File: src/ashs_params.svh
// Constants of the sample-and-hold sequencer and its controller
`ifndef ASHS_PARAMS_SVH
`define ASHS_PARAMS_SVH
`define ASHS_CLK_MHZ 50
`define ASHS_CONV_US 100
`define ASHS_SETTLE_US 30
`define ASHS_CONV_CYCLES (`ASHS_CONV_US * `ASHS_CLK_MHZ)
`define ASHS_SETTLE_CYCLES (`ASHS_SETTLE_US * `ASHS_CLK_MHZ)
`define ASHS_IO_HOLD 8'h90
`define ASHS_IO_START 8'hA0
`define ASHS_MEM_HOLD 16'h6090
`define ASHS_MEM_START 16'h60A0
`define ASHS_IO_HIGH 8'h00
`define ASHS_ZERO_MV 14'h03E8
`define ASHS_MV_STEP 14'h0014
`define ASHS_CODE_MAX 8'hFF
`define ASHS_EOC_BIT 4
`define ASHS_REG_CTRL 3'h0
`define ASHS_REG_STATUS 3'h1
`define ASHS_REG_RESULT 3'h2
`define ASHS_REG_INT_STATUS 3'h3
`define ASHS_REG_INT_MASK 3'h4
`define ASHS_CTRL_GO 0
`define ASHS_CTRL_CHAN_LO 1
`define ASHS_CTRL_CHAN_HI 2
`define ASHS_CTRL_MEM 3
`define ASHS_INT_DONE 0
`endif

File: src/ashs_pkg.sv
// Types shared by both ends of the sequencer link
package ashs_pkg;
	typedef enum logic [1:0] {ASHS_TRACK, ASHS_HELD, ASHS_CONV} ashs_dev_state_t;
	typedef enum logic [2:0] {ASHS_IDLE, ASHS_SETTLE, ASHS_HOLD, ASHS_START, ASHS_GAP, ASHS_POLL, ASHS_READ,
		ASHS_CAPT} ashs_host_state_t;
	typedef logic [13:0] ashs_mv_t;
	typedef logic [7:0] ashs_code_t;
endpackage

File: src/ashs_bus_if.sv
// Processor I/O bus, channel select and port status between the two ends
`timescale 1ns/1ns
interface ashs_bus_if;
	logic [15:0] io_addr;
	logic io_mem;
	logic io_wr;
	logic io_rd;
	logic [7:0] io_wdata;
	logic [7:0] io_rdata;
	logic chan_sel_low;
	logic chan_sel_high;
	logic [7:0] port_c_in;
	modport device (input io_addr, io_mem, io_wr, io_rd, io_wdata, chan_sel_low, chan_sel_high,
		output io_rdata, port_c_in);
	modport host (output io_addr, io_mem, io_wr, io_rd, io_wdata, chan_sel_low, chan_sel_high,
		input io_rdata, port_c_in);
endinterface

File: src/ashs_host.sv
// Acquisition controller driving the processor bus, with an Avalon-MM register slave
`timescale 1ns/1ns
`include "ashs_params.svh"
module ashs_host
	import ashs_pkg::*;
(
	input wire logic clk, // 50 MHz clock
	input wire logic reset_n, // Synchronous reset
	input wire logic [2:0] avs_address, // Word address
	input wire logic avs_read, // Read request
	input wire logic avs_write, // Write request
	input wire logic [31:0] avs_writedata, // Write data
	output logic [31:0] avs_readdata, // Read data
	output logic avs_waitrequest, // Stall
	output logic irq, // Level interrupt
	ashs_bus_if.host bus // Device side
);
	localparam logic [11:0] SETTLE_LOAD = 12'(`ASHS_SETTLE_CYCLES - 1);

	ashs_host_state_t state;
	ashs_host_state_t next_state;
	logic [11:0] cnt;
	logic [11:0] next_cnt;
	logic [1:0] chan;
	logic [1:0] next_chan;
	logic use_mem;
	logic next_use_mem;
	ashs_code_t result;
	ashs_code_t next_result;
	logic int_done;
	logic next_int_done;
	logic mask_done;
	logic next_mask_done;
	logic [31:0] next_readdata;
	logic next_waitrequest;
	logic next_irq;
	logic [15:0] io_addr;
	logic [15:0] next_io_addr;
	logic io_mem;
	logic next_io_mem;
	logic io_wr;
	logic next_io_wr;
	logic io_rd;
	logic next_io_rd;
	logic acc;
	logic done_evt;

	always_comb
	begin
		acc = (avs_read || avs_write) && !avs_waitrequest;
		next_waitrequest = !((avs_read || avs_write) && avs_waitrequest);
		next_readdata = avs_readdata;
		next_state = state;
		next_cnt = cnt;
		next_chan = chan;
		next_use_mem = use_mem;
		next_result = result;
		next_mask_done = mask_done;
		next_io_addr = io_addr;
		next_io_mem = io_mem;
		next_io_wr = 1'b0;
		next_io_rd = 1'b0;
		done_evt = 1'b0;
		case (state)
			ASHS_IDLE:
			begin
				if (acc && avs_write && avs_address == `ASHS_REG_CTRL && avs_writedata[`ASHS_CTRL_GO])
				begin
					next_chan = {avs_writedata[`ASHS_CTRL_CHAN_HI], avs_writedata[`ASHS_CTRL_CHAN_LO]};
					next_use_mem = avs_writedata[`ASHS_CTRL_MEM];
					next_cnt = SETTLE_LOAD;
					next_state = ASHS_SETTLE;
				end
			end
			ASHS_SETTLE:
			begin
				if (cnt == 12'h000)
					next_state = ASHS_HOLD;
				else
					next_cnt = cnt - 12'h001;
			end
			ASHS_HOLD:
			begin
				next_io_wr = 1'b1;
				next_io_mem = use_mem;
				next_io_addr = use_mem ? `ASHS_MEM_HOLD : {`ASHS_IO_HIGH, `ASHS_IO_HOLD};
				next_state = ASHS_START;
			end
			ASHS_START:
			begin
				next_io_wr = 1'b1;
				next_io_addr = use_mem ? `ASHS_MEM_START : {`ASHS_IO_HIGH, `ASHS_IO_START};
				next_state = ASHS_GAP;
			end
			ASHS_GAP:
				next_state = ASHS_POLL;
			ASHS_POLL:
			begin
				if (!bus.port_c_in[`ASHS_EOC_BIT])
				begin
					next_io_rd = 1'b1;
					next_state = ASHS_READ;
				end
			end
			ASHS_READ:
				next_state = ASHS_CAPT;
			ASHS_CAPT:
			begin
				next_result = bus.io_rdata;
				done_evt = 1'b1;
				next_state = ASHS_IDLE;
			end
			default:
				next_state = ASHS_IDLE;
		endcase
		// Set wins over a same-cycle clear
		next_int_done = done_evt || (int_done &&
			!(acc && avs_write && avs_address == `ASHS_REG_INT_STATUS && avs_writedata[`ASHS_INT_DONE]));
		if (acc && avs_write && avs_address == `ASHS_REG_INT_MASK)
			next_mask_done = avs_writedata[`ASHS_INT_DONE];
		if ((avs_read || avs_write) && avs_waitrequest)
		begin
			case (avs_address)
				`ASHS_REG_CTRL: next_readdata = 32'({use_mem, chan, 1'b0});
				`ASHS_REG_STATUS: next_readdata = 32'(state != ASHS_IDLE);
				`ASHS_REG_RESULT: next_readdata = 32'(result);
				`ASHS_REG_INT_STATUS: next_readdata = 32'(int_done);
				`ASHS_REG_INT_MASK: next_readdata = 32'(mask_done);
				default: next_readdata = 32'h0000_0000;
			endcase
		end
		next_irq = next_int_done && next_mask_done;
	end

	always_ff @(posedge clk)
	begin
		if (!reset_n)
		begin
			state <= ASHS_IDLE;
			cnt <= 12'h000;
			chan <= 2'h0;
			use_mem <= 1'b0;
			result <= 8'h00;
			int_done <= 1'b0;
			mask_done <= 1'b0;
			avs_readdata <= 32'h0000_0000;
			avs_waitrequest <= 1'b1;
			irq <= 1'b0;
			io_addr <= 16'h0000;
			io_mem <= 1'b0;
			io_wr <= 1'b0;
			io_rd <= 1'b0;
		end
		else
		begin
			state <= next_state;
			cnt <= next_cnt;
			chan <= next_chan;
			use_mem <= next_use_mem;
			result <= next_result;
			int_done <= next_int_done;
			mask_done <= next_mask_done;
			avs_readdata <= next_readdata;
			avs_waitrequest <= next_waitrequest;
			irq <= next_irq;
			io_addr <= next_io_addr;
			io_mem <= next_io_mem;
			io_wr <= next_io_wr;
			io_rd <= next_io_rd;
		end
	end

	assign bus.io_addr = io_addr;
	assign bus.io_mem = io_mem;
	assign bus.io_wr = io_wr;
	assign bus.io_rd = io_rd;
	assign bus.io_wdata = 8'h00;
	assign bus.chan_sel_low = chan[0];
	assign bus.chan_sel_high = chan[1];
endmodule

File: src/flat_wrapper.sv
// flat-port wrapper written by rule: the top's interface ports become plain ports
module ashs_host_flat import ashs_pkg::*;
  (clk, reset_n, avs_address, avs_read, avs_write, avs_writedata, avs_readdata, avs_waitrequest, irq, bus_io_addr, bus_io_mem, bus_io_wr, bus_io_rd, bus_io_wdata, bus_chan_sel_low, bus_chan_sel_high, bus_io_rdata, bus_port_c_in);
  ashs_bus_if bus_i ();
  input wire logic clk;
  input wire logic reset_n;
  input wire logic [2:0] avs_address;
  input wire logic avs_read;
  input wire logic avs_write;
  input wire logic [31:0] avs_writedata;
  output logic [31:0] avs_readdata;
  output logic avs_waitrequest;
  output logic irq;
  output wire logic [$bits(bus_i.io_addr)-1:0] bus_io_addr;
  output wire logic [$bits(bus_i.io_mem)-1:0] bus_io_mem;
  output wire logic [$bits(bus_i.io_wr)-1:0] bus_io_wr;
  output wire logic [$bits(bus_i.io_rd)-1:0] bus_io_rd;
  output wire logic [$bits(bus_i.io_wdata)-1:0] bus_io_wdata;
  output wire logic [$bits(bus_i.chan_sel_low)-1:0] bus_chan_sel_low;
  output wire logic [$bits(bus_i.chan_sel_high)-1:0] bus_chan_sel_high;
  input wire logic [$bits(bus_i.io_rdata)-1:0] bus_io_rdata;
  input wire logic [$bits(bus_i.port_c_in)-1:0] bus_port_c_in;
  assign bus_io_addr = bus_i.io_addr;
  assign bus_io_mem = bus_i.io_mem;
  assign bus_io_wr = bus_i.io_wr;
  assign bus_io_rd = bus_i.io_rd;
  assign bus_io_wdata = bus_i.io_wdata;
  assign bus_chan_sel_low = bus_i.chan_sel_low;
  assign bus_chan_sel_high = bus_i.chan_sel_high;
  assign bus_i.io_rdata = bus_io_rdata;
  assign bus_i.port_c_in = bus_port_c_in;
  ashs_host u_core (.clk(clk), .reset_n(reset_n), .avs_address(avs_address), .avs_read(avs_read), .avs_write(avs_write), .avs_writedata(avs_writedata), .avs_readdata(avs_readdata), .avs_waitrequest(avs_waitrequest), .irq(irq), .bus(bus_i));
endmodule
File: config.mk
export PLATFORM = sky130hd
export DESIGN_NAME = ashs_host_flat
export DESIGN_NICKNAME = d
export VERILOG_FILES = /design/src/ashs_pkg.sv /design/src/ashs_bus_if.sv /design/src/ashs_host.sv /design/src/flat_wrapper.sv
export VERILOG_INCLUDE_DIRS = /design/src
export SDC_FILE = /design/constraint.sdc
export NUM_CORES = 1
export LEC_CHECK = 0
export BUFFER_PORTS_ARGS = -buffer_cell sky130_fd_sc_hd__buf_2
export CELL_PAD_IN_SITES_DETAIL_PLACEMENT = 1
export CELL_PAD_IN_SITES_GLOBAL_PLACEMENT = 2
export CORE_MARGIN = 2
export CORE_UTILIZATION = 24
export CTS_CLUSTER_DIAMETER = 150
export CTS_CLUSTER_SIZE = 10
export DETAILED_ROUTE_END_ITERATION = 12
export PLACE_DENSITY = 0.85
export SETUP_SLACK_MARGIN = 0.2
export SYNTH_ARGS = -nofsm -noshare
export SYNTH_HDL_FRONTEND = slang
export SYNTH_SLANG_ARGS = --single-unit
File: constraint.sdc
create_clock -name clk -period 2.65 [get_ports clk]
set_clock_uncertainty 0.15 [all_clocks]
set_input_delay 0.3975 -clock clk [delete_from_list [all_inputs] [get_ports clk]]
set_output_delay 0.3975 -clock clk [all_outputs]
set_load 0.01 [all_outputs]
==> impl_metrics.sql <==
INSERT INTO impl_metrics (metric_group, metric, value, unit) VALUES
('run_status', 'run_status', 'finished, final reports clean', ''),
('layout', 'layout.cells.non_filler', '448', ''),
('routing', 'highest-signal-layer', 'met4', ''),
('layout', 'n_fill_cell', '1167', ''),
('floorplanning', 'chipWidth', '103', 'µm'),
('clocking', 'cts-htree-levels', '2', ''),
('floorplanning', 'boundaryPins', '118', ''),
('layout', 'area_growth', '10.7', '%'),
('routing', 'routed_wl', '5640', 'µm'),
('sta', 'grt_setup_unrepaired', 'no', ''),
('synth', 'synthDistinctLibCells', '46', ''),
('place', 'dp_hpwl', '4220', 'µm'),
('synth', 'number_of_standard_cells_after_synthesis', '281', ''),
('flow_run', 'max-cap-violations', '0', ''),
('routing', 'drtPass1Iterations', '4', ''),
('pwr', 'worst_ir_drop_vdd', '210', 'µV'),
('critical_path', 'rr_worst_depth', '5', ''),
('place', 'io_buffer_count', '39', ''),
('sta', 'setup_total_negative_slack', '0', 'ns'),
('floorplanning', 'start_util', '25.0', '%'),
('floorplanning', 'core', '0.00933', 'mm²'),
('clocking', 'clk_latency', '0.29', 'ns'),
('synth', 'synthesized_area_fraction_occupied_by_ao_oa_aoi_and_oai_cells', '15.7', '%'),
('clocking', 'cts_tree', 'yes', ''),
('routing', 'wire_per_inst', '12.6', 'µm'),
('sta', 'fmaxAchievable', '447', 'MHz'),
('pwr', 'leakage', '1.07', 'nW'),
('critical_path', 'critical_path_end_type', 'flop', ''),
('synth', 'netlist.top_cell.by_area', 'dfxtp_1', ''),
('grt', 'grt_util_all_layers', '10.7', '%'),
('layout', 'final_net_count', '375', ''),
('floorplanning', 'die_area', '0.0105', 'mm²'),
('clocking', 'clk_path_buf_depth', '2', ''),
('clocking', 'post_cts.repair.setup_buffers', '0', ''),
('synth', 'synth_xor_area_share', '0', '%'),
('synth', 'yosys.area.top_type_share', '38.7', '%'),
('clocking', 'cts_hold_buffers', '0', ''),
('sta', 'finalCriticalPeriod', '2.24', 'ns'),
('grt', 'antenna_violations_before_repair', '0', ''),
('grt', 'grt_first_pass_wirelength', '8940', 'µm'),
('routing', 'ant_nets', '0', ''),
('layout', 'layout-drive-gt1-share', '20.7', '%'),
('critical_path', 'critPathRequiredTime', '2.73', 'ns'),
('sta', 'finalMaxSlewViolations', '0', ''),
('routing', 'detail_route.wirelength.met1', '2550', 'µm'),
('critical_path', 'worstSetupPathType', 'reg2reg', ''),
('min_path', 'min_delay_path_depth', '2', ''),
('sta', 'rel_slew_slack', '49.9', '%'),
('grt', 'first_global_vias', '1858', ''),
('synth', 'synth_fa_ha_area_share', '1.07', '%'),
('sta', 'actual_slew_at_the_worst_max_slew_pin', '0.741', 'ns'),
('synth', 'synth_top_family_by_area', 'simple AND/OR/NAND/NOR gates', ''),
('routing', 'total_length_of_routed_met2_wires', '2750', 'µm'),
('synth', 'syn_area', '0.00233', 'mm²'),
('layout', 'diodes', '0', ''),
('synth', 'synth-seq-cells', '45', ''),
('synth', 'netlist_top_cells_area', 'dfxtp_1 (39%), buf_4 (15%), nand2_1 (6.0%)', ''),
('routing', 'post-route-drc-count', '0', ''),
('floorplanning', 'chipHeight', '103', 'µm'),
('sta', 'layout_worst_path_cycle_share', '84.4', '%'),
('place', 'globalplace.congestion', '0.774', ''),
('clocking', 'cts_sinks', '45', ''),
('place', 'post-place-cells', '440', ''),
('critical_path', 'setup.worst_path.start_class', 'flop', ''),
('synth', 'post_synth_most_frequent_cells', 'buf_4 (45), dfxtp_1 (45), nand2_1 (37), a21oi_1 (26), nor2_1 (20)', ''),
('clocking', 'clk_root_buffer_cell', 'clkbuf_8', ''),
('pwr', 'p_per_area', '570', 'mW/mm²'),
('synth', 'yosys-mux-area-fraction', '2.15', '%'),
('synth', 'synthArstFlopShare', '0', '%'),
('grt', 'grt_overflow_total', '0', ''),
('clocking', 'clk_transition_reported_paths', '0.09', 'ns');
## path summary, 6_finish.rpt
path | start | slack [ns] | to
min reg2reg | u_core.result[5] | 0.31 | u_core.result[5]
max reg2reg | u_core.state[0] | 0.41 | u_core.use_mem
min | bus_port_c_in[4] | 0.16 | u_core.bus.io_rd
max | u_core.state[0] | 0.41 | u_core.use_mem
## layout by cell type, fill, tap and decap left out, types with 4 or more instances in the layout
| cell type | instances |
|---|---|
| clkbuf_8 | 5 |
| nor2_1 | 20 |
| buf_4 | 7 |
| conb_1 | 43 |
| a21oi_1 | 26 |
| nand2_1 | 37 |
| buf_2 | 39 |
| nand3b_1 | 4 |
| or3_1 | 5 |
| nor4_1 | 7 |
| dfxtp_1 | 45 |
| a22oi_1 | 4 |
| mux2i_1 | 5 |
| nand3_1 | 5 |
| a31oi_1 | 5 |
| o31ai_1 | 5 |
| o21ai_0 | 7 |
## flip-flops by register name (all words and copies together), names as in the netlist
name                    cells
u_core.avs_readdata         8
u_core.result               8
u_core.use_mem              1
u_core.bus.io_wr            1
u_core.cnt                 12
u_core.bus.io_mem           1
u_core.state                3
u_core.mask_done            1
u_core.bus.io_rd            1
u_core.avs_waitrequest      1
u_core.irq                  1
u_core.chan                 2
u_core.bus.io_addr          4
u_core.int_done             1
## layout make-up
cell class	instances	share of cell area, %
clock inverter	2	0.582
sequential	45	34.9
inverter	4	0.582
multi-input combinational	216	45.2
timing repair buffer	46	9.60
tap	129	6.26
clock buffer	6	2.81
## critical path, stage by stage, from the launching register on
cell     delay (ns)
dfxtp_1        0.43
or3_2          0.58
nor3_1         0.58
buf_4          0.24
nand2_1        0.05
a21oi_1        0.13
## logic make-up (layout without fill, tap and decap cells)
logic type,after synthesis,after routing
and+or+nand+nor,107,107
AOI/OAI and AO/OA,59,59
adders and majority gates,2,2
muxes,5,5
DFF,45,45
other,1,43
buffers and inverters,62,58
## per-stage QoR
stage	cell area, µm²	power (mW)	setup slack, ns	util, %	hold slack [ns]
2_1_floorplan	2490	1.01	0.595	-	0.286
3_3_place_gp	2490	1.05	0.479	26.7	0.294
3_5_place_dp	2490	1.06	0.430	26.7	0.298
4_1_cts	2580	1.49	0.399	27.7	0.144
5_1_grt	2580	1.56	0.251	27.7	0.169
6_report	2580	1.47	0.413	27.7	0.157
## per-layer routing
layer / up-vias / global-route usage [%]
met5: - / 0
li1: 970 / -
met1: 960 / 13.2
met4: 0 / 4.31
met3: 2 / 2.10
met2: 56 / 18.4
## where the power goes
group | internal (mW) | total [mW] | switching, mW
Clock | 0.186 | 0.425 | 0.239
Sequential | 0.700 | 0.731 | 0.0311
Combinational | 0.111 | 0.314 | 0.203
Total | 0.997 | 1.47 | 0.473
(Power assumes the default switching activity.)
